`src/logic/speed_ref_pkg.sv`:
```
// speed_ref_pkg: register map, reset values and codes for the speed reference selector.
// assumes a 32-bit classic wishbone slave, word-aligned registers, 40 MHz reference clock.
package speed_ref_pkg;
	// register byte offsets
	localparam logic [7:0] OFS_AOUT_FULL_SCALE = 8'h00;
	localparam logic [7:0] OFS_ALT_ACCEL       = 8'h04;
	localparam logic [7:0] OFS_ALT_DECEL       = 8'h08;
	localparam logic [7:0] OFS_INT_FREQ_REF    = 8'h0c;
	localparam logic [7:0] OFS_PRESET_BASE     = 8'h10;
	localparam logic [7:0] OFS_PRESET_LAST     = 8'h2c;
	localparam logic [7:0] OFS_CONTROL         = 8'h30;
	localparam logic [7:0] OFS_ACCEL1          = 8'h34;
	localparam logic [7:0] OFS_DECEL1          = 8'h38;
	localparam logic [7:0] OFS_MAX_FREQ        = 8'h3c;
	localparam logic [7:0] OFS_DIN_FUNC        = 8'h40;
	localparam logic [7:0] OFS_STATUS          = 8'h44;
	localparam logic [7:0] OFS_OUT_FREQ        = 8'h48;
	localparam logic [7:0] OFS_AOUT_MAX        = 8'h4c;
	// control field positions
	localparam int CTL_SRC_LSB  = 0;
	localparam int CTL_AOUT_LSB = 4;
	// reset values (0.1 Hz, 0.1 s, 1 % units)
	localparam logic [15:0] RST_FULL_SCALE = 16'h0064;
	localparam logic [15:0] RST_ALT_ACCEL  = 16'h00c8;
	localparam logic [15:0] RST_ALT_DECEL  = 16'h00c8;
	localparam logic [15:0] RST_INT_FREQ   = 16'h0258;
	localparam logic [15:0] RST_ACCEL1     = 16'h0064;
	localparam logic [15:0] RST_MAX_FREQ   = 16'h0258;
	localparam logic [15:0] RST_DECEL1     = 16'h0064;
	localparam logic [127:0] RST_PRESETS   = {16'h0258, 16'h01f4, 16'h0190, 16'h012c,
		16'h00c8, 16'h0064, 16'h0032, 16'h0000};
	localparam logic [15:0] MAX_FULL_SCALE = 16'h0320;
	localparam logic [15:0] MAX_RAMP_TIME  = 16'h1770;
	localparam logic [15:0] MIN_DECEL_TIME = 16'h0001;
	localparam logic [15:0] MAX_FREQ_LIMIT = 16'h0fa0;
	localparam logic [4:0]  MAX_AOUT_MODE  = 5'h17;
	localparam logic [4:0]  RST_AOUT_MODE  = 5'h00;
	// speed reference and input function codes
	localparam logic [2:0] SRC_INTERNAL = 3'h1;
	localparam logic [2:0] SRC_PRESET03 = 3'h4;
	localparam logic [4:0] FN_PRESET    = 5'h04;
	localparam logic [4:0] FN_ALT_RAMP  = 5'h05;
	localparam logic [4:0] FN_MOP_UP    = 5'h10;
	localparam logic [4:0] FN_MOP_DOWN  = 5'h11;
	// timing: ramp accumulator advances once every tick
	localparam int CLK_HZ        = 40000000;
	localparam int TICK_US       = 100;
	localparam int TICK_CYCLES   = CLK_HZ / 1000000 * TICK_US;
	localparam int TICKS_PER_SEC = 1000000 / TICK_US;
	localparam int NUM_DIN       = 4;
	localparam int NUM_PRESET    = 8;
	// key handling states
	typedef enum logic [1:0] {
		KEY_IDLE = 2'b00,
		KEY_EDIT = 2'b01
	} key_state_e;
endpackage : speed_ref_pkg

```
`src/logic/speed_ref_select.sv`:
```
// speed_ref_select: frequency command source, ramp set and analog full-scale logic.
// assumes synchronised digital inputs sampled here, wishbone master on the same clock.
`timescale 1ns/1ps
// What this block does
// RQ1: analog output maximum scaled by full-scale percent, default 100, 0..800.
// RQ2: analog mode code 0..23 picks quantity and range, default 0.
// RQ3: alternate accel time used for increases when alternate set active.
// RQ4: ramp rate equals maximum frequency divided by applicable time.
// RQ5: alternate decel time used for decreases, range 0.1..600.0 s.
// RQ6: source select 1 uses internal reference, 0..400.0 Hz, 0.1 Hz steps.
// RQ7: with source select 1, program mode arrow keys move internal reference immediately.
// RQ8: enter commits to nonvolatile store; escape restores original value by ramp.
// RQ9: motorized pot function on any input makes internal reference its reference.
// RQ10: inputs 1..3 with preset function supply a preset frequency.
// RQ11: active preset input overrides any other speed command.
// RQ12: preset zero used only when source select is option 4.
// RQ13: index from inputs 1..3, input 1 least significant, picks preset.
// RQ14: with preset selected, input 2 high picks the alternate ramp pair.
// RQ15: active alternate-ramp input forces the alternate pair regardless of index.
// RQ16: output frequency moves toward command at selected rate, re-evaluated continuously.
module speed_ref_select
	import speed_ref_pkg::*;
#(
	parameter int TICK_CYC = TICK_CYCLES
) (
	// clock and reset
	input  wire logic        i_ref_clk,
	input  wire logic        i_srst,
	input  wire logic        i_clk_en,
	// wishbone slave
	input  wire logic        i_wb_cyc,
	input  wire logic        i_wb_stb,
	input  wire logic        i_wb_we,
	input  wire logic [7:0]  i_wb_adr,
	input  wire logic [31:0] i_wb_dat,
	input  wire logic [3:0]  i_wb_sel,
	output logic             o_wb_ack,
	output logic [31:0]      o_wb_dat,
	// digital inputs and keypad
	input  wire logic [3:0]  i_din,
	input  wire logic        i_prog_mode,
	input  wire logic        i_key_up,
	input  wire logic        i_key_down,
	input  wire logic        i_key_enter,
	input  wire logic        i_key_esc,
	// analog full-scale source value
	input  wire logic [15:0] i_aout_source_max,
	// outputs to ramp, analog stage, nonvolatile store
	output logic [15:0]      o_out_freq,
	output logic [15:0]      o_freq_cmd,
	output logic             o_alt_ramp,
	output logic [15:0]      o_aout_max,
	output logic [4:0]       o_aout_mode,
	output logic             o_nv_store,
	output logic [15:0]      o_nv_value
);
	typedef struct packed {
		logic [15:0] full_scale;
		logic [15:0] alt_accel;
		logic [15:0] alt_decel;
		logic [15:0] int_ref;
		logic [15:0] saved_ref;
		logic [8*16-1:0] preset;
		logic [2:0]  src;
		logic [4:0]  aout_mode;
		logic [15:0] accel1;
		logic [15:0] decel1;
		logic [15:0] max_freq;
		logic [4*5-1:0] din_fn;
		key_state_e  key;
		logic [3:0]  din_m;
		logic [3:0]  din_s;
		logic [3:0]  k_m;
		logic [3:0]  k_s;
		logic [3:0]  k_p;
		logic [15:0] tick;
		logic [31:0] accum;
		logic [15:0] out_freq;
		logic [31:0] aout_max;
		logic        nv_store;
		logic        ack;
		logic [31:0] rdat;
	} state_s;

	state_s st_q;
	state_s st_d;

	// limit a written value to its legal range
	function automatic logic [15:0] clamp(input logic [15:0] v, input logic [15:0] lo,
		input logic [15:0] hi);
		clamp = (v < lo) ? lo : ((v > hi) ? hi : v);
	endfunction : clamp

	function automatic logic [15:0] preset_at(input logic [8*16-1:0] p, input logic [2:0] i);
		preset_at = p[i*16 +: 16];
	endfunction : preset_at

	// word-aligned address inside the preset window
	function automatic logic is_preset(input logic [7:0] a);
		is_preset = a >= OFS_PRESET_BASE && a <= OFS_PRESET_LAST && a[1:0] == 2'b00;
	endfunction : is_preset

	// slot is the word offset from the window base, not the raw address bits
	function automatic logic [2:0] preset_slot(input logic [7:0] a);
		preset_slot = 3'((a - OFS_PRESET_BASE) >> 2);
	endfunction : preset_slot

	// one keypad step, held inside 0..400.0 Hz
	function automatic logic [15:0] step_ref(input logic [15:0] v, input logic [1:0] arrows);
		if (arrows[0] && v < MAX_FREQ_LIMIT)
			step_ref = v + 16'h1;
		else if (arrows[1] && v != 16'h0)
			step_ref = v - 16'h1;
		else
			step_ref = v;
	endfunction : step_ref

	logic [3:0]  din_sync;
	logic [3:0]  keys_s;
	logic [3:0]  key_rise;
	logic [1:0]  fn_hit_preset;
	logic        any_preset_fn;
	logic        any_mop;
	logic        alt_input;
	logic [2:0]  preset_idx;
	logic        preset_active;
	logic [15:0] cmd;
	logic        alt_sel;
	logic [15:0] ramp_time;
	logic        up_dir;
	logic [31:0] step_num;
	logic [31:0] rd_word;
	logic        wr_en;
	logic [15:0] wv;

	// pins pass two flops; only the second stage is read, against metastability
	assign din_sync  = st_q.din_s;
	assign keys_s    = st_q.k_s;
	assign key_rise  = st_q.k_s & ~st_q.k_p;

	always_comb begin
		any_preset_fn = 1'b0;
		any_mop       = 1'b0;
		alt_input     = 1'b0;
		fn_hit_preset = 2'b00;
		for (int n = 0; n < NUM_DIN; n++) begin
			// RQ9: motorized pot assignment
			if (st_q.din_fn[n*5 +: 5] == FN_MOP_UP || st_q.din_fn[n*5 +: 5] == FN_MOP_DOWN)
				any_mop = 1'b1;
			// RQ15: alternate ramp input
			if (st_q.din_fn[n*5 +: 5] == FN_ALT_RAMP && din_sync[n])
				alt_input = 1'b1;
		end
		// RQ10: preset function on inputs 1..3
		for (int n = 0; n < 3; n++) begin
			if (st_q.din_fn[n*5 +: 5] == FN_PRESET)
				any_preset_fn = 1'b1;
		end
		fn_hit_preset[0] = any_preset_fn;
		fn_hit_preset[1] = any_mop;
	end

	// RQ13: index from inputs, input 1 lsb, non-preset inputs read as zero
	always_comb begin
		for (int n = 0; n < 3; n++)
			preset_idx[n] = din_sync[n] && (st_q.din_fn[n*5 +: 5] == FN_PRESET);
	end

	// RQ11: preset beats any other command
	// RQ12: preset zero only with source option 4
	assign preset_active = (preset_idx != 3'h0) ||
		(any_preset_fn && st_q.src == SRC_PRESET03);

	always_comb begin
		if (preset_active)
			cmd = preset_at(st_q.preset, preset_idx);
		// RQ6: internal reference source
		// RQ9: motorized pot reference
		else if (st_q.src == SRC_INTERNAL || any_mop)
			cmd = st_q.int_ref;
		else if (st_q.src == SRC_PRESET03)
			cmd = preset_at(st_q.preset, 3'h0);
		else
			cmd = 16'h0000;
	end

	// RQ14: input 2 picks alternate pair while preset
	// RQ15: alternate-ramp input wins
	assign alt_sel = alt_input || (preset_active && preset_idx[1]);
	assign up_dir  = cmd > st_q.out_freq;
	// RQ3: alternate accel for increases
	// RQ5: alternate decel for decreases
	assign ramp_time = up_dir ? (alt_sel ? st_q.alt_accel : st_q.accel1)
		: (alt_sel ? st_q.alt_decel : st_q.decel1);
	// RQ4: rate is maximum frequency over time
	assign step_num = 32'(st_q.max_freq) * 32'd10;

	assign wr_en = i_wb_cyc && i_wb_stb && i_wb_we && !st_q.ack;
	assign wv    = {i_wb_sel[1] ? i_wb_dat[15:8] : 8'h00, i_wb_sel[0] ? i_wb_dat[7:0] : 8'h00};

	always_comb begin
		rd_word = 32'h0;
		unique case (i_wb_adr)
			OFS_AOUT_FULL_SCALE: rd_word = {16'h0, st_q.full_scale};
			OFS_ALT_ACCEL:       rd_word = {16'h0, st_q.alt_accel};
			OFS_ALT_DECEL:       rd_word = {16'h0, st_q.alt_decel};
			OFS_INT_FREQ_REF:    rd_word = {16'h0, st_q.int_ref};
			OFS_CONTROL:         rd_word = {23'h0, st_q.aout_mode, 1'b0, st_q.src};
			OFS_ACCEL1:          rd_word = {16'h0, st_q.accel1};
			OFS_DECEL1:          rd_word = {16'h0, st_q.decel1};
			OFS_MAX_FREQ:        rd_word = {16'h0, st_q.max_freq};
			OFS_DIN_FUNC:        rd_word = {12'h0, st_q.din_fn};
			OFS_STATUS:          rd_word = {24'h0, up_dir, alt_sel, preset_active,
				preset_idx, fn_hit_preset};
			OFS_OUT_FREQ:        rd_word = {16'h0, st_q.out_freq};
			OFS_AOUT_MAX:        rd_word = st_q.aout_max;
			default: begin
				if (is_preset(i_wb_adr))
					rd_word = {16'h0, preset_at(st_q.preset, preset_slot(i_wb_adr))};
			end
		endcase
	end

	always_comb begin
		st_d          = st_q;
		st_d.nv_store = 1'b0;
		st_d.din_m    = i_din;
		st_d.din_s    = st_q.din_m;
		st_d.k_m      = {i_key_esc, i_key_enter, i_key_down, i_key_up};
		st_d.k_s      = st_q.k_m;
		st_d.k_p      = keys_s;
		// single-wait-state slave: ack one cycle after request, dropped next cycle
		st_d.ack      = i_wb_cyc && i_wb_stb && !st_q.ack;
		st_d.rdat     = rd_word;
		if (wr_en) begin
			unique case (i_wb_adr)
				// RQ1: full scale kept within 0..800 percent
				OFS_AOUT_FULL_SCALE: st_d.full_scale = clamp(wv, 16'h0, MAX_FULL_SCALE);
				OFS_ALT_ACCEL:       st_d.alt_accel  = clamp(wv, 16'h0, MAX_RAMP_TIME);
				OFS_ALT_DECEL:       st_d.alt_decel  = clamp(wv, MIN_DECEL_TIME, MAX_RAMP_TIME);
				OFS_INT_FREQ_REF:    st_d.int_ref    = clamp(wv, 16'h0, MAX_FREQ_LIMIT);
				OFS_CONTROL: begin
					st_d.src = wv[CTL_SRC_LSB +: 3];
					// RQ2: mode code limited to 0..23
					st_d.aout_mode = (wv[CTL_AOUT_LSB +: 5] > MAX_AOUT_MODE) ? st_q.aout_mode
						: wv[CTL_AOUT_LSB +: 5];
				end
				OFS_ACCEL1:   st_d.accel1   = clamp(wv, 16'h0, MAX_RAMP_TIME);
				OFS_DECEL1:   st_d.decel1   = clamp(wv, MIN_DECEL_TIME, MAX_RAMP_TIME);
				OFS_MAX_FREQ: st_d.max_freq = clamp(wv, 16'h0, MAX_FREQ_LIMIT);
				OFS_DIN_FUNC: st_d.din_fn   = {i_wb_sel[2] ? i_wb_dat[19:16] : 4'h0, wv};
				default: begin
					if (is_preset(i_wb_adr))
						st_d.preset[preset_slot(i_wb_adr)*16 +: 16] = clamp(wv, 16'h0,
							MAX_FREQ_LIMIT);
				end
			endcase
		end
		// keypad edit of internal reference
		unique case (st_q.key)
			KEY_IDLE: begin
				if (i_prog_mode && st_q.src == SRC_INTERNAL && (key_rise[0] || key_rise[1])) begin
					st_d.saved_ref = st_q.int_ref;
					st_d.key       = KEY_EDIT;
					// RQ7: first arrow already moves
					st_d.int_ref   = step_ref(st_d.int_ref, key_rise[1:0]);
				end
			end
			KEY_EDIT: begin
				// RQ7: arrows change command at once
				st_d.int_ref = step_ref(st_d.int_ref, key_rise[1:0]);
				// RQ8: enter commits, escape restores
				if (key_rise[2]) begin
					st_d.nv_store = 1'b1;
					st_d.key      = KEY_IDLE;
				end else if (key_rise[3] || !i_prog_mode) begin
					st_d.int_ref = st_q.saved_ref;
					st_d.key     = KEY_IDLE;
				end
			end
		endcase
		// RQ16: ramp toward command, escape restores along this same ramp
		if (st_q.tick == 16'(TICK_CYC - 1)) begin
			st_d.tick = 16'h0;
			if (cmd == st_q.out_freq) begin
				st_d.accum = 32'h0;
			end else if (ramp_time == 16'h0) begin
				st_d.out_freq = cmd;
				st_d.accum    = 32'h0;
			end else begin
				// accumulator in units of 1/(time*ticks) of 0.1 Hz
				st_d.accum = st_q.accum + step_num;
				if (st_d.accum >= 32'(ramp_time) * 32'(TICKS_PER_SEC)) begin
					st_d.accum    = 32'h0;
					st_d.out_freq = up_dir ? st_q.out_freq + 16'h1 : st_q.out_freq - 16'h1;
				end
			end
		end else begin
			st_d.tick = st_q.tick + 16'h1;
		end
		// RQ1: scaled analog maximum, percent of source maximum
		st_d.aout_max = (32'(i_aout_source_max) * 32'(st_q.full_scale)) / 32'd100;
	end

	always_ff @(posedge i_ref_clk) begin
		if (i_srst) begin
			st_q            <= '0;
			st_q.full_scale <= RST_FULL_SCALE;
			st_q.alt_accel  <= RST_ALT_ACCEL;
			st_q.alt_decel  <= RST_ALT_DECEL;
			st_q.int_ref    <= RST_INT_FREQ;
			st_q.accel1     <= RST_ACCEL1;
			st_q.decel1     <= RST_DECEL1;
			st_q.max_freq   <= RST_MAX_FREQ;
			st_q.aout_mode  <= RST_AOUT_MODE;
			st_q.key        <= KEY_IDLE;
			st_q.preset     <= RST_PRESETS;
		end else if (i_clk_en) begin
			st_q <= st_d;
		end
	end

	assign o_wb_ack    = st_q.ack;
	assign o_wb_dat    = st_q.rdat;
	assign o_out_freq  = st_q.out_freq;
	assign o_freq_cmd  = cmd;
	assign o_alt_ramp  = alt_sel;
	assign o_aout_max  = st_q.aout_max[15:0];
	assign o_aout_mode = st_q.aout_mode;
	assign o_nv_store  = st_q.nv_store;
	assign o_nv_value  = st_q.int_ref;

	// RQ1: full scale never exceeds limit
	a_full_scale_max: assert property (@(posedge i_ref_clk) disable iff (i_srst) // RQ1
		st_q.full_scale <= MAX_FULL_SCALE) else $error("full scale out of range");
	// RQ2: mode code in range
	a_aout_mode_range: assert property (@(posedge i_ref_clk) disable iff (i_srst) // RQ2
		o_aout_mode <= MAX_AOUT_MODE) else $error("analog mode out of range");
	// RQ5: decel never below minimum
	a_alt_decel_min: assert property (@(posedge i_ref_clk) disable iff (i_srst) // RQ5
		st_q.alt_decel >= MIN_DECEL_TIME) else $error("alt decel below min");
	// RQ6: internal source drives command
	a_internal_cmd: assert property (@(posedge i_ref_clk) disable iff (i_srst) // RQ6
		(!preset_active && st_q.src == SRC_INTERNAL) |-> o_freq_cmd == st_q.int_ref)
		else $error("internal reference not used");
	// RQ9: motorized pot takes internal reference
	a_mop_reference: assert property (@(posedge i_ref_clk) disable iff (i_srst) // RQ9
		(!preset_active && any_mop) |-> o_freq_cmd == st_q.int_ref)
		else $error("motorized pot reference not used");
	// RQ11: preset overrides
	a_preset_wins: assert property (@(posedge i_ref_clk) disable iff (i_srst) // RQ11
		(preset_idx != 3'h0) |-> o_freq_cmd == preset_at(st_q.preset, preset_idx))
		else $error("preset did not override");
	// RQ12: preset zero needs option 4
	a_preset_zero_gate: assert property (@(posedge i_ref_clk) disable iff (i_srst) // RQ12
		(preset_idx == 3'h0 && st_q.src != SRC_PRESET03) |-> !preset_active)
		else $error("preset zero without option 4");
	// RQ13: input 1 is index lsb
	a_index_lsb: assert property (@(posedge i_ref_clk) disable iff (i_srst) // RQ13
		(st_q.din_fn[4:0] == FN_PRESET) |-> preset_idx[0] == din_sync[0])
		else $error("input 1 not index lsb");
	// RQ14: input 2 picks alternate pair
	a_preset_alt_pair: assert property (@(posedge i_ref_clk) disable iff (i_srst) // RQ14
		(preset_active && preset_idx[1]) |-> o_alt_ramp) else $error("preset pair wrong");
	// RQ15: alt ramp input forces pair
	a_alt_input_pair: assert property (@(posedge i_ref_clk) disable iff (i_srst) // RQ15
		alt_input |-> o_alt_ramp) else $error("alt ramp input ignored");
	// RQ8: enter stores edited value
	a_enter_stores: assert property (@(posedge i_ref_clk) disable iff (i_srst) // RQ8
		(i_clk_en && st_q.key == KEY_EDIT && key_rise[2]) |=> o_nv_store)
		else $error("enter did not store");
	// RQ16: output moves at most one step per clock cycle
	a_ramp_step: assert property (@(posedge i_ref_clk) disable iff (i_srst) // RQ16
		(i_clk_en && ramp_time != 16'h0 && $stable(cmd)) |=>
		(o_out_freq - $past(o_out_freq) <= 16'h1 || $past(o_out_freq) - o_out_freq <= 16'h1))
		else $error("ramp jumped");
endmodule : speed_ref_select

```
`config.mk`:
```
export PLATFORM = sky130hd
export DESIGN_NAME = speed_ref_select
export DESIGN_NICKNAME = d
export VERILOG_FILES = /design/src/logic/speed_ref_pkg.sv /design/src/logic/speed_ref_select.sv
export SDC_FILE = /design/constraint.sdc
export NUM_CORES = 2
export LEC_CHECK = 0
export BUFFER_PORTS_ARGS = -buffer_cell sky130_fd_sc_hd__buf_2
export CAP_MARGIN = 30
export CORE_MARGIN = 2
export CORE_UTILIZATION = 34
export DETAILED_ROUTE_END_ITERATION = 6
export GPL_ROUTABILITY_DRIVEN = 0
export SLEW_MARGIN = 20
export SYNTH_ARGS = -nofsm -noshare
export SYNTH_HDL_FRONTEND = slang
export SYNTH_SLANG_ARGS = --single-unit
```
`constraint.sdc`:
```
create_clock -name i_ref_clk -period 88.3 [get_ports i_ref_clk]
set_clock_uncertainty 0.2 [all_clocks]
set_input_delay 26.49 -clock i_ref_clk [delete_from_list [all_inputs] [get_ports i_ref_clk]]
set_output_delay 26.49 -clock i_ref_clk [all_outputs]
set_load 0.02 [all_outputs]
```
==> results_dict.tcl <==
set metrics [dict create \
    run_status "finished, violations left" \
    violations "DRC" \
    rr_endpoint "o_aout_max[0]" \
    path_class "primary input to flip-flop" \
    ys_seq_elements 422 \
    avgRoutedWirePerCell_um 20.4 \
    syn_inst 5283 \
    first_iter_violations 4081 \
    core_area_sq_um 121000 \
    fin_nets 5822 \
    clkLatencyLatePin_ns 0.61 \
    drive_gt1_share_pct 9.01 \
    critPathLaunchType "primary input" \
    slowest_stage "xnor2_1" \
    hold_end "st_q[356]" \
    initial_core_util_pct 34.1 \
    setup_viol 0 \
    max_stage_delay_ns 0.71 \
    netlist_top_cells_area "dfxtp_1 20%, fa_1 11%, ha_1 9.0%, nand2_1 5.5%, a21oi_1 4.8%" \
    clk_path_buf_depth 3 \
    slew_headroom_pct 30.2 \
    synth-edff-count 0 \
    post_cts_buffers 0 \
    fp.dieArea_sq_um 125000 \
    synth_ff_type "dfxtp_1" \
    tightest_slew_ns 1.03 \
    reg2reg_from "st_q[423]" \
    fin_util_pct 37.1 \
    crit_arrival_ns 50.36 \
    whs_ns 0.255 \
    hp-start "st_q[356]" \
    io_pins 179 \
    avgSynthCellArea_sq_um 7.84 \
    overflow 0 \
    critPathMostFrequentCell "fa_1" \
    fp-row-count 128 \
    synth_top_area_cell "dfxtp_1" \
    htreeDepth 2 \
    clk_pin_slew_ns 0.06 \
    synthArstFlopShare_pct 0 \
    synth_top_area_share_pct 20.4 \
    drt-pass1-iter-count 7 \
    cp-end-kind "flip-flop" \
    grt_antenna_before_repair 17 \
    place.port_buffers 159 \
    placed_area_sq_um 43300 \
    final_hold_viol_count 0 \
    grt_max_degree 92 \
    post-route-period-util_pct 56.7 \
    maxCapViolations 0 \
    clkSinkCount 422 \
    fmax_mhz 20.0 \
    grt_pass1_vias 36925 \
    grt_use_total_pct 22.0 \
    path_max_fanout 16 \
    slew_violations 0 \
    cts_tree "yes" \
    place_hpwl_mm 103 \
    cts_root_buf "clkbuf_16" \
    hold_class "flip-flop to flip-flop" \
    finalSetupTns_ns 0 \
    die_h_um 353 \
    drtAntennaViolNets 0 \
    drc 6 \
    rrSetupSlack_ns 63.57 \
    rsz0062_at_grt "no" \
    via_per_inst 5.64 \
    yosysSeqAreaShare_pct 20.4 \
    cts_made_buffers 45 \
    via_count 38855 \
    reg2reg_depth 77 \
    wl_mm 140 \
    cts_hold_buf 0 \
    syn-cell-area_sq_um 41400 \
    holdPathStages 2 \
    required_ns 88.56 \
    yosysUniqueCellTypes 123 \
    final_area_sq_um 45000 \
    area_delta_synth_final_pct 8.66 \
    cts_resized 0 \
    grt_pass1_wl_mm 218 \
    period_minus_slack_ns 50.09 \
    yosys_warnings 0 \
    die_w_um 353 \
]
[critical path: cells and delay by family]
family                   cells  cell delay [ns]
AO/OA/AOI/OAI               38            11.26
AND/OR/NAND/NOR             19             5.74
adder cells (fa/ha/maj)      7             3.70
XOR/XNOR                     3             1.42
buffers and inverters        9             1.32
multiplexers                 1             0.36
[cells in the mapped netlist, types with 41 or more instances]
| cell type | number |
|---|---|
| a211o_1 | 51 |
| a211oi_1 | 72 |
| a21o_1 | 41 |
| a21oi_1 | 394 |
| a22oi_1 | 58 |
| and2_1 | 198 |
| and3_1 | 45 |
| buf_4 | 89 |
| clkbuf_1 | 243 |
| dfxtp_1 | 422 |
| fa_1 | 232 |
| ha_1 | 297 |
| inv_1 | 427 |
| mux2i_1 | 90 |
| nand2_1 | 612 |
| nand3_1 | 168 |
| nand4_1 | 44 |
| nor2_1 | 509 |
| nor3_1 | 175 |
| o211ai_1 | 43 |
| o21a_1 | 41 |
| o21ai_0 | 156 |
| xnor2_1 | 104 |
| xor2_1 | 48 |
[flip-flops by register name (all words and copies together), names as in the netlist]
register and count:
keys_s 4, o_wb_dat 26, o_aout_max 16, st_d 8, st_q 325, o_nv_store 1, o_aout_mode 5, o_out_freq 16
o_nv_value 16, din_sync 4, o_wb_ack 1
[how the worst max path moves through the flow]
stage | startpoint | end | slack, ns | cells past startpoint
after CTS | i_aout_source_max[11] | o_aout_max[0] | 38.29 | 76
after detailed placement | i_aout_source_max[11] | o_aout_max[0] | 37.75 | 76
after global routing | i_aout_source_max[7] | o_aout_max[0] | 36.81 | 76
after global placement | i_aout_source_max[11] | o_aout_max[0] | 37.48 | 75
after floorplan | i_aout_source_max[10] | o_aout_max[0] | 41.46 | 78
final | i_aout_source_max[11] | o_aout_max[0] | 38.21 | 77
[cell usage in the layout (no fill, tap or decap), types with 29 or more instances in the layout]
| cell type | synthesis | routed |
|---|---|---|
| buf_2 | 25 | 159 |
| a311oi_1 | 35 | 35 |
| buf_4 | 89 | 75 |
| o21a_1 | 41 | 41 |
| nand2_1 | 612 | 611 |
| a21o_1 | 41 | 41 |
| a211o_1 | 51 | 51 |
| nand3_1 | 168 | 167 |
| a31oi_1 | 29 | 29 |
| and2_1 | 198 | 197 |
| o21ai_1 | 35 | 35 |
| and3_1 | 45 | 45 |
| o21bai_1 | 30 | 30 |
| inv_1 | 427 | 427 |
| nor3_1 | 175 | 170 |
| dfxtp_1 | 422 | 422 |
| ha_1 | 297 | 297 |
| o211ai_1 | 43 | 43 |
| xnor2_1 | 104 | 104 |
| mux2i_1 | 90 | 90 |
| nor2_1 | 509 | 506 |
| a21oi_1 | 394 | 392 |
| clkbuf_16 | 0 | 46 |
| xor2_1 | 48 | 48 |
| a211oi_1 | 72 | 72 |
| a22oi_1 | 58 | 58 |
| nand4_1 | 44 | 44 |
| o21ai_0 | 156 | 156 |
| fa_1 | 232 | 232 |
| mux4_2 | 32 | 32 |
[per-layer routing]
metal,vias to the layer above,GRT usage (%),routed length (um)
li1,18316,-,-
met1,18812,30.1,61900
met2,1449,33.8,60400
met3,256,5.26,12900
met4,22,7.29,4870
met5,-,0,141
[metrics by stage]
step / std cells / worst slack (ns)
after CTS: 6865 / 38.29
after floorplan: 5288 / 41.46
after global placement: 6771 / 37.48
after global routing: 6879 / 36.81
final: 6884 / 38.21
after detailed placement: 6784 / 37.75
[kinds of logic (layout without fill, tap and decap cells)]
kind of cell | count (synthesis) | in the layout | synth area share (%)
compound gates | 1267 | 1267 | 20.9
fa+ha+maj | 534 | 534 | 20.3
buf+inv | 800 | 764 | 8.13
simple gates | 1954 | 1954 | 22.2
flops | 422 | 422 | 20.4
mux | 152 | 152 | 4.77
xor+xnor | 153 | 153 | 3.25
other cells | 1 | 13 | 0.00906
[layout make-up]
cell class                      count  area [sq um]
Inverter                          427          1600
Antenna cell                        7          17.5
Clock inverter                     22           254
Sequential cell                   422          8450
Tap cell                         1625          2030
Fill cell                       12693         76400
Multi-Input combinational cell   4066         29700
Clock buffer                       59          1270
Timing Repair Buffer              256          1690
Power is not shown: default switching activity piles up to over one toggle a cycle in this logic, so the estimate is an artifact.
